==> src/inc/pcm_consts.vh <==
`ifndef PCM_CONSTS_VH
`define PCM_CONSTS_VH

// Clock rate and times in their own units
`define PCM_CLK_HZ 10000000
`define PCM_LONG_MS 2000
`define PCM_IDLE_S 60
`define PCM_DEBOUNCE_MS 20
`define PCM_ALT_MS 2000

// Register byte offsets
`define PCM_OFF_CTRL 8'h00
`define PCM_OFF_STATUS 8'h04
`define PCM_OFF_ADDR 8'h08
`define PCM_OFF_LABEL 8'h0C
`define PCM_OFF_CAL 8'h10
`define PCM_OFF_DISP 8'h14

// Control register bits
`define PCM_CTRL_BLANK 0
`define PCM_CTRL_CAL_DUE 1
`define PCM_CTRL_SER_DUE 2

// Calibration register bits; zero value sits in bits 31:16
`define PCM_CAL_ZERO 0
`define PCM_CAL_SPAN_OK 1
`define PCM_CAL_SPAN_FAIL 2

// Reset values
`define PCM_ADDR_RST 8'h01
`define PCM_LABEL_RST 18'h00000

// Station address limits, digit and character ceilings
`define PCM_ADDR_MIN 10'h001
`define PCM_ADDR_MAX 10'h0F7
`define PCM_DIG_MAX 6'h09
`define PCM_CHR_MAX 6'h23

// Menu states, also used as display codes; the last two are display codes only
`define PCM_ST_NORMAL 4'h0
`define PCM_ST_HOLD 4'h1
`define PCM_ST_TOP 4'h2
`define PCM_ST_BUS 4'h3
`define PCM_ST_ADDR_SHOW 4'h4
`define PCM_ST_ADDR_EDIT 4'h5
`define PCM_ST_ADDR_DONE 4'h6
`define PCM_ST_XMT 4'h7
`define PCM_ST_LBL_EDIT 4'h8
`define PCM_ST_LBL_DONE 4'h9
`define PCM_DISP_CAL 4'hA
`define PCM_DISP_SER 4'hB

// Menu item indices
`define PCM_TOP_TITLE 3'h0
`define PCM_TOP_BUS 3'h1
`define PCM_TOP_XMT 3'h3
`define PCM_TOP_LAST 3'h6
`define PCM_SUB_TITLE 3'h0
`define PCM_BUS_ADDR 3'h1
`define PCM_BUS_LAST 3'h1
`define PCM_XMT_BLANK 3'h1
`define PCM_XMT_LABEL 3'h2
`define PCM_XMT_LAST 3'h2

`endif

==> src/hdl/pcm_press_filter.v <==
`timescale 1ns/10ps
`include "pcm_consts.vh"

module pcm_press_filter #(
	parameter DEB_CYC = `PCM_DEBOUNCE_MS * (`PCM_CLK_HZ / 1000),
	parameter LONG_CYC = `PCM_LONG_MS * (`PCM_CLK_HZ / 1000)
) (
	input wire clock,
	input wire reset_n,
	input wire buttonRaw,
	output reg pressStart,
	output reg longReached,
	output reg shortPress,
	output reg longPress
);

	reg sync1_q;
	reg sync2_q;
	reg stable_q;
	reg isLong_q;
	reg [31:0] debCnt_q;
	reg [31:0] holdCnt_q;
	wire flip;

	assign flip = (sync2_q != stable_q) && (debCnt_q == DEB_CYC - 1);

	always @(posedge clock or negedge reset_n) begin
		if (!reset_n) begin
			sync1_q <= 1'b0;
			sync2_q <= 1'b0;
			stable_q <= 1'b0;
			isLong_q <= 1'b0;
			debCnt_q <= 32'h00000000;
			holdCnt_q <= 32'h00000000;
			pressStart <= 1'b0;
			longReached <= 1'b0;
			shortPress <= 1'b0;
			longPress <= 1'b0;
		end else begin
			sync1_q <= buttonRaw;
			sync2_q <= sync1_q;
			pressStart <= 1'b0;
			longReached <= 1'b0;
			shortPress <= 1'b0;
			longPress <= 1'b0;
			if (sync2_q == stable_q || flip) begin
				debCnt_q <= 32'h00000000;
			end else begin
				debCnt_q <= debCnt_q + 32'h00000001;
			end
			if (flip) begin
				stable_q <= sync2_q;
				if (sync2_q) begin
					pressStart <= 1'b1;
					holdCnt_q <= 32'h00000000;
					isLong_q <= 1'b0;
				end else begin
					// Classified at release against the threshold
					longPress <= isLong_q;
					shortPress <= !isLong_q;
				end
			end else if (stable_q && !isLong_q) begin
				holdCnt_q <= holdCnt_q + 32'h00000001;
				if (holdCnt_q == LONG_CYC - 1) begin
					isLong_q <= 1'b1;
					longReached <= 1'b1;
				end
			end
		end
	end

endmodule // pcm_press_filter

==> src/hdl/pcm_menu_ctrl.v <==
`timescale 1ns/10ps
`include "pcm_consts.vh"

// What this block does
// - Accept station address only 1 to 247
// - One idle minute leaves level, discarding edits
// - Hold two seconds shows prompt, release opens menu
// - Short press steps circular title plus six items
// - Long press on title returns to normal
// - Minus titles exit to higher level on long
// - Long on bus item opens bus submenu
// - Long shows address; short returns unchanged
// - Edit digits upward from least, long moves on
// - After third digit show address; short returns
// - Long on bus title returns to bus item
// - Long on transmitter item opens its submenu
// - Blanking item enables minute blanking, press restores
// - Label item edits three alphanumeric characters
// - Alternate calibration and service codes with reading
// - Zero result held until span succeeds
// - Aborted or rejected span marks calibration unreliable
module pcm_menu_ctrl #(
	parameter DEB_CYC = `PCM_DEBOUNCE_MS * (`PCM_CLK_HZ / 1000),
	parameter LONG_CYC = `PCM_LONG_MS * (`PCM_CLK_HZ / 1000),
	parameter IDLE_CYC = `PCM_IDLE_S * `PCM_CLK_HZ,
	parameter ALT_CYC = `PCM_ALT_MS * (`PCM_CLK_HZ / 1000)
) (
	input wire clock,
	input wire reset_n,
	input wire buttonRaw,
	input wire psel,
	input wire penable,
	input wire pwrite,
	input wire [7:0] paddr,
	input wire [31:0] pwdata,
	output reg [31:0] prdata,
	output reg pready,
	output reg pslverr,
	output reg [3:0] dispCode,
	output reg [2:0] dispItem,
	output reg [17:0] dispValue,
	output reg [1:0] dispDigit,
	output reg dispBlank,
	output reg configActive,
	output reg [7:0] busAddress,
	output reg [17:0] locationLabel,
	output reg nvCommit,
	output reg [15:0] nvZeroValue,
	output reg calUnreliable
);

	localparam NORMAL = `PCM_ST_NORMAL, HOLD = `PCM_ST_HOLD;
	localparam TOP = `PCM_ST_TOP, BUS = `PCM_ST_BUS;
	localparam ADDR_SHOW = `PCM_ST_ADDR_SHOW, ADDR_EDIT = `PCM_ST_ADDR_EDIT;
	localparam ADDR_DONE = `PCM_ST_ADDR_DONE, XMT = `PCM_ST_XMT;
	localparam LBL_EDIT = `PCM_ST_LBL_EDIT, LBL_DONE = `PCM_ST_LBL_DONE;

	wire pressStart, longReached, shortPress, longPress, anyPress;
	wire idleHit, altHit, apbWr, apbSetup;
	wire [5:0] digMax;
	wire [17:0] bumped, addrDigits;
	wire [9:0] editBin;
	wire [2:0] itemLast, itemNext;
	reg [3:0] state_q, dispCode_d;
	reg [2:0] item_q;
	reg [1:0] digit_q, phase_q;
	reg [17:0] edit_q;
	reg [31:0] idleCnt_q, altCnt_q, rdata_d;
	reg blankEn_q, calDue_q, serDue_q, zeroPending_q, rdErr_d;
	reg [15:0] zeroTmp_q;

	function [17:0] toDigits;
		input [7:0] bin;
		reg [7:0] d0;
		reg [7:0] d1;
		reg [7:0] d2;
		begin
			d0 = bin % 8'h0A;
			d1 = (bin / 8'h0A) % 8'h0A;
			d2 = bin / 8'h64;
			toDigits = {d2[5:0], d1[5:0], d0[5:0]};
		end
	endfunction

	pcm_press_filter #(
		.DEB_CYC(DEB_CYC),
		.LONG_CYC(LONG_CYC)
	) uPress (
		.clock(clock),
		.reset_n(reset_n),
		.buttonRaw(buttonRaw),
		.pressStart(pressStart),
		.longReached(longReached),
		.shortPress(shortPress),
		.longPress(longPress)
	);

	assign anyPress = pressStart | shortPress | longPress;
	assign idleHit = (idleCnt_q == IDLE_CYC - 1);
	assign altHit = (altCnt_q == ALT_CYC - 1);
	assign apbSetup = psel & ~penable;
	assign apbWr = psel & penable & pwrite & pready;
	assign addrDigits = toDigits(busAddress);
	assign editBin = edit_q[17:12] * 10'h064 + edit_q[11:6] * 10'h00A
		+ {4'h0, edit_q[5:0]};
	assign digMax = (state_q == LBL_EDIT) ? `PCM_CHR_MAX : `PCM_DIG_MAX;
	assign itemLast = (state_q == TOP) ? `PCM_TOP_LAST :
		(state_q == BUS) ? `PCM_BUS_LAST : `PCM_XMT_LAST;
	assign itemNext = (item_q == itemLast) ? 3'h0 : item_q + 3'h1;

	// Selected digit steps up and wraps to zero past its ceiling
	genvar g;
	generate
		for (g = 0; g < 3; g = g + 1) begin : gDigit
			wire [5:0] cur;
			assign cur = edit_q[6 * g + 5:6 * g];
			assign bumped[6 * g + 5:6 * g] = (digit_q != g) ? cur :
				(cur >= digMax) ? 6'h00 : cur + 6'h01;
		end
	endgenerate

	// Menu walk, timeouts, settings and calibration bookkeeping
	always @(posedge clock or negedge reset_n) begin
		if (!reset_n) begin
			state_q <= NORMAL;
			item_q <= 3'h0;
			digit_q <= 2'h0;
			edit_q <= 18'h00000;
			idleCnt_q <= 32'h00000000;
			blankEn_q <= 1'b0;
			calDue_q <= 1'b0;
			serDue_q <= 1'b0;
			zeroPending_q <= 1'b0;
			zeroTmp_q <= 16'h0000;
			busAddress <= `PCM_ADDR_RST;
			locationLabel <= `PCM_LABEL_RST;
			nvCommit <= 1'b0;
			nvZeroValue <= 16'h0000;
			calUnreliable <= 1'b0;
		end else begin
			nvCommit <= 1'b0;
			if (anyPress || (idleHit && state_q != NORMAL)) begin
				idleCnt_q <= 32'h00000000;
			end else if (!idleHit) begin
				idleCnt_q <= idleCnt_q + 32'h00000001;
			end
			if (apbWr) begin
				case (paddr)
					`PCM_OFF_CTRL: begin
						blankEn_q <= pwdata[`PCM_CTRL_BLANK];
						calDue_q <= pwdata[`PCM_CTRL_CAL_DUE];
						serDue_q <= pwdata[`PCM_CTRL_SER_DUE];
					end
					`PCM_OFF_ADDR: begin
						if (pwdata[7:0] != 8'h00 && pwdata[7:0] <= 8'hF7 &&
							pwdata[31:8] == 24'h000000) begin
							busAddress <= pwdata[7:0];
						end
					end
					`PCM_OFF_LABEL: locationLabel <= pwdata[17:0];
					`PCM_OFF_CAL: begin
						if (pwdata[`PCM_CAL_ZERO]) begin
							zeroTmp_q <= pwdata[31:16];
							zeroPending_q <= 1'b1;
						end
						if (pwdata[`PCM_CAL_SPAN_OK]) begin
							nvCommit <= 1'b1;
							if (zeroPending_q) begin
								nvZeroValue <= zeroTmp_q;
							end
							zeroPending_q <= 1'b0;
							calUnreliable <= 1'b0;
						end else if (pwdata[`PCM_CAL_SPAN_FAIL]) begin
							calUnreliable <= 1'b1;
						end
					end
					default: ;
				endcase
			end
			if (idleHit && state_q != NORMAL) begin
				// Leave one level; edits in progress are dropped
				case (state_q)
					BUS: begin
						state_q <= TOP;
						item_q <= `PCM_TOP_BUS;
					end
					XMT: begin
						state_q <= TOP;
						item_q <= `PCM_TOP_XMT;
					end
					ADDR_SHOW, ADDR_EDIT, ADDR_DONE: begin
						state_q <= BUS;
						item_q <= `PCM_BUS_ADDR;
					end
					LBL_EDIT, LBL_DONE: begin
						state_q <= XMT;
						item_q <= `PCM_XMT_LABEL;
					end
					default: begin
						state_q <= NORMAL;
						item_q <= 3'h0;
					end
				endcase
			end else begin
				case (state_q)
					NORMAL: if (longReached) state_q <= HOLD;
					HOLD: begin
						if (longPress || shortPress) begin
							state_q <= TOP;
							item_q <= `PCM_TOP_TITLE;
						end
					end
					TOP: begin
						if (shortPress) begin
							item_q <= itemNext;
						end else if (longPress) begin
							if (item_q == `PCM_TOP_TITLE) begin
								state_q <= NORMAL;
							end else if (item_q == `PCM_TOP_BUS) begin
								state_q <= BUS;
								item_q <= `PCM_SUB_TITLE;
							end else if (item_q == `PCM_TOP_XMT) begin
								state_q <= XMT;
								item_q <= `PCM_SUB_TITLE;
							end
						end
					end
					BUS: begin
						if (shortPress) begin
							item_q <= itemNext;
						end else if (longPress) begin
							if (item_q == `PCM_SUB_TITLE) begin
								state_q <= TOP;
								item_q <= `PCM_TOP_BUS;
							end else begin
								state_q <= ADDR_SHOW;
							end
						end
					end
					ADDR_SHOW: begin
						if (shortPress) begin
							state_q <= BUS;
						end else if (longPress) begin
							state_q <= ADDR_EDIT;
							edit_q <= addrDigits;
							digit_q <= 2'h0;
						end
					end
					ADDR_EDIT, LBL_EDIT: begin
						if (shortPress) begin
							edit_q <= bumped;
						end else if (longPress) begin
							if (digit_q != 2'h2) begin
								digit_q <= digit_q + 2'h1;
							end else if (state_q == LBL_EDIT) begin
								state_q <= LBL_DONE;
								locationLabel <= edit_q;
							end else begin
								state_q <= ADDR_DONE;
								if (editBin >= `PCM_ADDR_MIN &&
									editBin <= `PCM_ADDR_MAX) begin
									busAddress <= editBin[7:0];
								end
							end
						end
					end
					ADDR_DONE: if (shortPress) state_q <= BUS;
					XMT: begin
						if (shortPress) begin
							item_q <= itemNext;
						end else if (longPress) begin
							if (item_q == `PCM_SUB_TITLE) begin
								state_q <= TOP;
								item_q <= `PCM_TOP_XMT;
							end else if (item_q == `PCM_XMT_BLANK) begin
								blankEn_q <= 1'b1;
							end else begin
								state_q <= LBL_EDIT;
								edit_q <= locationLabel;
								digit_q <= 2'h0;
							end
						end
					end
					LBL_DONE: if (shortPress) state_q <= XMT;
					default: state_q <= NORMAL;
				endcase
			end
		end
	end

	// Reading, calibration and service codes take turns in normal mode
	always @(posedge clock or negedge reset_n) begin
		if (!reset_n) begin
			altCnt_q <= 32'h00000000;
			phase_q <= 2'h0;
		end else if (altHit) begin
			altCnt_q <= 32'h00000000;
			phase_q <= (phase_q == 2'h2) ? 2'h0 : phase_q + 2'h1;
		end else begin
			altCnt_q <= altCnt_q + 32'h00000001;
		end
	end

	always @* begin
		dispCode_d = state_q;
		if (state_q == NORMAL) begin
			if (phase_q == 2'h1 && calDue_q) begin
				dispCode_d = `PCM_DISP_CAL;
			end else if (phase_q == 2'h2 && serDue_q) begin
				dispCode_d = `PCM_DISP_SER;
			end
		end
	end

	always @* begin
		rdata_d = 32'h00000000;
		rdErr_d = 1'b0;
		case (paddr)
			`PCM_OFF_CTRL: rdata_d = {29'h00000000, serDue_q, calDue_q,
				blankEn_q};
			`PCM_OFF_STATUS: rdata_d = {20'h00000, calUnreliable,
				zeroPending_q, dispBlank, digit_q, item_q, state_q};
			`PCM_OFF_ADDR: rdata_d = {24'h000000, busAddress};
			`PCM_OFF_LABEL: rdata_d = {14'h0000, locationLabel};
			`PCM_OFF_CAL: rdata_d = {zeroTmp_q, 13'h0000, calUnreliable,
				1'b0, zeroPending_q};
			`PCM_OFF_DISP: rdata_d = {9'h000, dispBlank, dispCode,
				dispDigit, dispValue[15:0]};
			default: rdErr_d = 1'b1;
		endcase
	end

	// Answer in the access cycle right after setup, no wait states
	always @(posedge clock or negedge reset_n) begin
		if (!reset_n) begin
			pready <= 1'b0;
			prdata <= 32'h00000000;
			pslverr <= 1'b0;
			dispCode <= NORMAL;
			dispItem <= 3'h0;
			dispValue <= 18'h00000;
			dispDigit <= 2'h0;
			dispBlank <= 1'b0;
			configActive <= 1'b0;
		end else begin
			pready <= apbSetup;
			pslverr <= apbSetup & rdErr_d;
			if (apbSetup && !pwrite) begin
				prdata <= rdata_d;
			end
			dispCode <= dispCode_d;
			dispItem <= item_q;
			dispDigit <= digit_q;
			dispValue <= (state_q == ADDR_EDIT || state_q == ADDR_DONE ||
				state_q == LBL_EDIT || state_q == LBL_DONE) ? edit_q :
				addrDigits;
			// Blanking only in normal mode; a menu timeout is no blank
			dispBlank <= blankEn_q && idleHit && !anyPress &&
				(state_q == NORMAL);
			configActive <= (state_q != NORMAL);
		end
	end

endmodule // pcm_menu_ctrl

==> config.mk <==
export PLATFORM = sky130hd
export DESIGN_NAME = pcm_menu_ctrl
export DESIGN_NICKNAME = d
export VERILOG_FILES = /design/src/hdl/pcm_press_filter.v /design/src/hdl/pcm_menu_ctrl.v
export VERILOG_INCLUDE_DIRS = /design/src /design/src/inc
export SDC_FILE = /design/constraint.sdc
export NUM_CORES = 1
export LEC_CHECK = 0
export BUFFER_PORTS_ARGS = -buffer_cell sky130_fd_sc_hd__buf_2
export CAP_MARGIN = 20
export CORE_UTILIZATION = 65
export DETAILED_ROUTE_END_ITERATION = 10
export PLACE_DENSITY = 0.89
export SLEW_MARGIN = 20
export SYNTH_ARGS = -nofsm -noshare
export SYNTH_HDL_FRONTEND = slang
export SYNTH_HIERARCHICAL = 1
export SYNTH_SLANG_ARGS = --single-unit
==> constraint.sdc <==
create_clock -name clock -period 6.9 [get_ports clock]
set_input_delay 0.69 -clock clock [delete_from_list [all_inputs] [get_ports clock]]
set_output_delay 0.69 -clock clock [all_outputs]
set_load 0.005 [all_outputs]
# Yosys cells after proc, flatten, opt, wreduce, memory -nomap -nowiden
# Index checks and enable logic that the tools add are counted.
# totals
reg_bits,292
latch_bits,0
mem_bits_rw,0
romBits,0
out_inout_bits,107
elab_cells,316
n_memories,0
# op_classes
addsub,12
mul,2
div,4
n_lt_le_gt_ge,6
n_eq_ne,65
n_shift,0
mux,127
bitwise,9
reduce_logical,53
# ops
operator,n
two-way mux 18 bit,16
two-way mux 32 bit,7
case mux 32 bit (6 select lines),1
"adder 32 x 1 -> 32 bit, second input constant",4
two-way mux 4 bit,25
two-way mux 8 bit,10
"== test 32 x 25 -> 1 bit, second input constant",2
case mux 18 bit (3 select lines),1
two-way mux 3 bit,16
two-way mux 6 bit,7
case mux 4 bit (9 select lines),1
"== test 32 x 18 -> 1 bit, second input constant",1
"== test 32 x 30 -> 1 bit, second input constant",1
AND reduction 10 bit,3
two-way mux 1 bit,28
zero test 24 bit,1
two-way mux 2 bit,11
"inequality test 2 bit, second input constant",10
"adder 6 x 1 -> 6 bit, second input constant",3
>= comparator 6 bit,3
"inequality test 3 bit, second input constant",6
"== test 4 x 3 -> 1 bit, second input constant",4
"== test 8 x 4 -> 1 bit, second input constant",2
"== test 8 x 5 -> 1 bit, second input constant",2
other kinds (58),113

# Depth between registers and ports, before layout
# depth
word_depth,13
mapped_depth,17
mapped_depth_nobuf,17

# Modules after synthesis
# The synthesis kept the hierarchy.
# by_module_without_submodules
mod,n_inst,cells_per_inst,area_each_um2,seq_area_each_um2
pcm_menu_ctrl,1,1285,12533.3,5506.5
pcm_press_filter,1,412,3946.3,1801.7

# Worst setup path after synthesis
# No wires, ideal clock.
# synth_timing
path_kind,reg-to-reg
start,reg edit_q[7]
end,reg busAddress[1]
arrival_ns,3.821
required_ns,6.775
path_slack_ns,2.954
stages_incl_launch_ff,13
period_less_slack_ns,3.946
path_cell_list,dfrtp_1 ha_1 ha_1 inv_1 fa_1 inv_1 fa_1 ha_1 a21oi_1 xnor2_1 or4_1 o2111ai_2 mux2_2
# synth_via
elab_chain_len,12
elab_cells_between_ends,13
# synth_rtl
element,line,rtl
"start, declared",pcm_menu_ctrl.v:67,reg [17:0] edit_q;
"start signal, assigned",pcm_menu_ctrl.v:245,edit_q <= addrDigits;
"start signal, assigned",pcm_menu_ctrl.v:251,edit_q <= bumped;
"start signal, assigned",pcm_menu_ctrl.v:279,edit_q <= locationLabel;
multiplier 6 x 3 -> 9 bit (*),pcm_menu_ctrl.v:104,assign editBin = edit_q[17:12] * 10'h064 + edit_q[11:6] * 10'h00A
adder 10 bit (*),pcm_menu_ctrl.v:104,
adder 10 x 6 -> 10 bit (*),pcm_menu_ctrl.v:105,"+ {4'h0, edit_q[5:0]};"
>= comparator 10 x 1 -> 1 bit (no line) / less-or-equal comparator 10 x 8 -> 1 bit (equally long branches),n/a,
logical AND 1 bit (no line) (*),n/a,
two-way mux 8 bit (*),pcm_menu_ctrl.v:260,if (editBin >= `PCM_ADDR_MIN &&
two-way mux 8 bit (*),pcm_menu_ctrl.v:255,end else if (state_q == LBL_EDIT) begin
two-way mux 8 bit (*),pcm_menu_ctrl.v:253,if (digit_q != 2'h2) begin
two-way mux 8 bit (*),pcm_menu_ctrl.v:252,end else if (longPress) begin
two-way mux 8 bit (*),pcm_menu_ctrl.v:250,if (shortPress) begin
two-way mux 8 bit (*),pcm_menu_ctrl.v:205,case (state_q)
two-way mux 8 bit (*),pcm_menu_ctrl.v:180,if (idleHit && state_q != NORMAL) begin
"end signal, assigned",pcm_menu_ctrl.v:135,busAddress <= `PCM_ADDR_RST;
"end signal, assigned",pcm_menu_ctrl.v:157,busAddress <= pwdata[7:0];
"end signal, assigned",pcm_menu_ctrl.v:262,busAddress <= editBin[7:0];
"end, declared",pcm_menu_ctrl.v:45,"output reg [7:0] busAddress,"
# Every way passes the cells marked *; elsewhere a longest branch is shown, timed or not.
# A chain may end at the register's enable or synchronous reset.

# Final worst setup path
# layout_timing
start,reg edit_q[9]
end,reg busAddress[1]
# Same word-level chain as after synthesis.

==> summary.md <==
| Metric | Value |
|---|---|
| Dominant synthesized flop cell | `dfrtp_1` |
| Die X | `161 microns` |
| Worst R2R Path Depth | `12` |
| Commonest non-fill, non-tap cell in the layout | `dfrtp_1` |
| Total leakage power | `9.07 nW` |
| Clock slew at reported path FFs | `60 ps` |
| Final GP Congestion | `1.00` |
| Sequential power share | `0.489` |
| Final Critical Period | `4280 ps` |
| Core ar. | `24600 sq um` |
| Max transition margin | `0.282` |
| Critical path peak fanout | `9` |
| R2R setup slack | `2620 ps` |
| Worst setup margin | `2620 ps` |
| Syn nets | `1808` |
| Post-DRT Antenna Nets | `0` |
| Final Hold Fails | `0` |
| TritonRoute pass-1 iters | `7` |
| Number of port buffers | `152` |
| Vias in the first global route | `13300` |
| DRT iter0 DRCs | `1568` |
| Sink Count | `292` |
| Clk_skew | `23.8 ps` |
| H-tree depth | `1` |
| Share of total power in the clock network | `0.487` |
| Final Hold Slack | `99.1 ps` |
| Net Switching | `0.759 mW` |
| Hpwl dp | `31000 microns` |
| Initial core utilization | `0.670` |
| Root Driver | `clkbuf_16` |
| DR WL/cell | `20.3 microns` |
| Worst slack, placed | `2660 ps` |
| Hold Path Class | `input pin to asynchronous set/reset pin` |
| Vias/cell | `6.52` |
| Worst Tran Pin Value | `1070 ps` |
| Most frequent cells in the layout | `291 x dfrtp_1, 165 x nor2_1, 152 x buf_2` |
| Int Power | `2.76 mW` |
| Hold_buf cts | `0` |
| Clk buf depth | `3` |
| I/O Pins | `153` |
| Unique masters post-synth | `88` |
| Die height | `161 microns` |
| Reg2reg start | `edit_q[9]` |
| CP arrival | `4730 ps` |
| Post-CTS Setup Bufs | `0` |
| Layout cells sized above 1 | `0.169` |
| Yosys Warn Count | `6` |
| Cell Count, Final, Fillers Out | `2163` |
| Tcrit/Tclk final | `0.620` |
| Die ar. | `26000 sq um` |
| Net Sw Frac | `0.216` |
| Global route total overflow | `0` |
| Initial antenna violation count | `0` |
| Num rows | `57` |
| Placed Instances | `2106` |
| Unrepaired setup endpoints after global routing | `no` |
| Worst path required time | `7350 ps` |
| Largest net degree at the start of global routing | `88` |
| Setup crit start kind | `register` |
| Result of the run | `completed` |
| Post-CTS Resized | `0` |
| Total GRT Usage | `0.338` |
| DRC Markers | `0` |
| Worst vdd ir | `0.000192 V` |
| Routed vias | `14100` |
| CTS Buf Count | `31` |
| Overall power | `3.52 mW` |
| Latest clock arrival within the worst-skew pair | `570 ps` |
| #FFs+latches synth | `292` |
| Max_cap viols | `0` |
| Critical R2R Capture | `busAddress[1]` |
| Post-Route Setup TNS | `0 ps` |
| Post-synth ARST share | `1.00` |
| Post-Syn Area per Cell | `9.71 sq um` |
| Detailed Route WL | `43900 microns` |
| Fin. max-slew vios | `0` |
| Gate power share | `0.024` |
| Synth Instances | `1697` |
| First-pass GRT wire length | `70400 microns` |
| Number of synthesized flops with an enable pin | `0` |
| Synth-to-Final Area Change | `11.9%` |
| Final Setup Violations | `0` |
| CP endpoint kind | `register` |
| F_max | `0.234 GHz` |
| Mapped Area | `16500 sq um` |
| Power Dens Cells | `191 nW/um^2` |
| CTS tree | `yes` |
| Final-stage net count | `1927` |
| Crit Path Class | `register to register` |
| Share of the yosys chip area belonging to registers | `0.443` |
==> metrics by stage <==
stage | instance area [sq um] | utilization
3_3_place_gp | 17400 | 0.707
2_1_floorplan | 16500 | -
4_1_cts | 18400 | 0.749
6_report | 18400 | 0.750
5_1_grt | 18400 | 0.749
3_5_place_dp | 17400 | 0.707
==> cells by family after synthesis <==
logic type,Yosys count,share of synthesized area
simple gates,661,0.211
compound gates,347,0.141
flops,292,0.443
buf+inv,133,0.0349
xor+xnor,106,0.0563
mux,92,0.0599
fa+ha+maj,66,0.0532
==> worst max-delay path, stage by stage, from the launching register on <==
cell	delay [ps]
dfrtp_1	540
ha_1	310
ha_1	210
inv_1	70
fa_1	410
inv_1	80
fa_1	410
ha_1	350
a21oi_1	220
xnor2_1	130
or4_1	540
o2111ai_2	500
mux2_2	400
==> cell usage after synthesis (all sizes together) (47+ instances only) <==
library cell / count / area, sq um
ha: 58 / 726
dfrtp: 291 / 7280
nand2: 127 / 477
nor2: 167 / 629
a21oi: 88 / 444
inv: 55 / 211
clkbuf: 47 / 176
o21ai: 83 / 415
xnor2: 64 / 561
nand3: 79 / 408
and3: 49 / 307
mux2: 53 / 597
==> power by group through the flow <==
stage | Clock (mW) | Combinational (mW) | Sequential (mW)
after floorplan | 0 | 0.0192 | 1.75
after global placement | 0 | 0.0832 | 1.75
after detailed placement | 0 | 0.0852 | 1.75
after CTS | 1.72 | 0.0860 | 1.72
after global routing | 1.79 | 0.0954 | 1.72
final | 1.71 | 0.0846 | 1.72
==> sequential cells by signal, summed over array words and instances, names as in the netlist, 8 cells and up <==
| name | cells |
|---|---|
| zeroTmp_q | 16 |
| edit_q | 18 |
| dispValue | 18 |
| uPress/debCnt_q | 32 |
| uPress/holdCnt_q | 32 |
| locationLabel | 18 |
| busAddress | 8 |
| prdata | 32 |
| nvZeroValue | 16 |
| idleCnt_q | 32 |
| altCnt_q | 32 |
==> final cells by class <==
| class | count | area (sq um) |
|---|---|---|
| multi-input combinational | 1272 | 8610 |
| timing repair buffer | 164 | 858 |
| antenna | 1 | 2.50 |
| inverter | 55 | 211 |
| tap | 324 | 405 |
| clock inverter | 16 | 189 |
| clock buffer | 39 | 856 |
| sequential | 292 | 7310 |
| fill | 1667 | 6160 |
==> per-layer routing <==
metal	vias up	track usage	part of all wire
met5	-	0	0
met2	703	0.562	0.48
met4	0	0.138	0.045
li1	6421	-	-
met3	132	0.0439	0.077
met1	6855	0.449	0.40
==> worst max path at each step <==
stage	endpoint	depth (start not counted)	slack [ps]	from
floorplan	busAddress[1]	12	2950	edit_q[7]
detailed placement	busAddress[1]	12	2660	edit_q[9]
global route	busAddress[2]	12	2460	edit_q[7]
CTS	busAddress[1]	12	2620	edit_q[7]
finish	busAddress[1]	12	2620	edit_q[9]
global placement	busAddress[2]	12	2770	edit_q[9]
No activity file was read; power rests on OpenSTA's default activity.
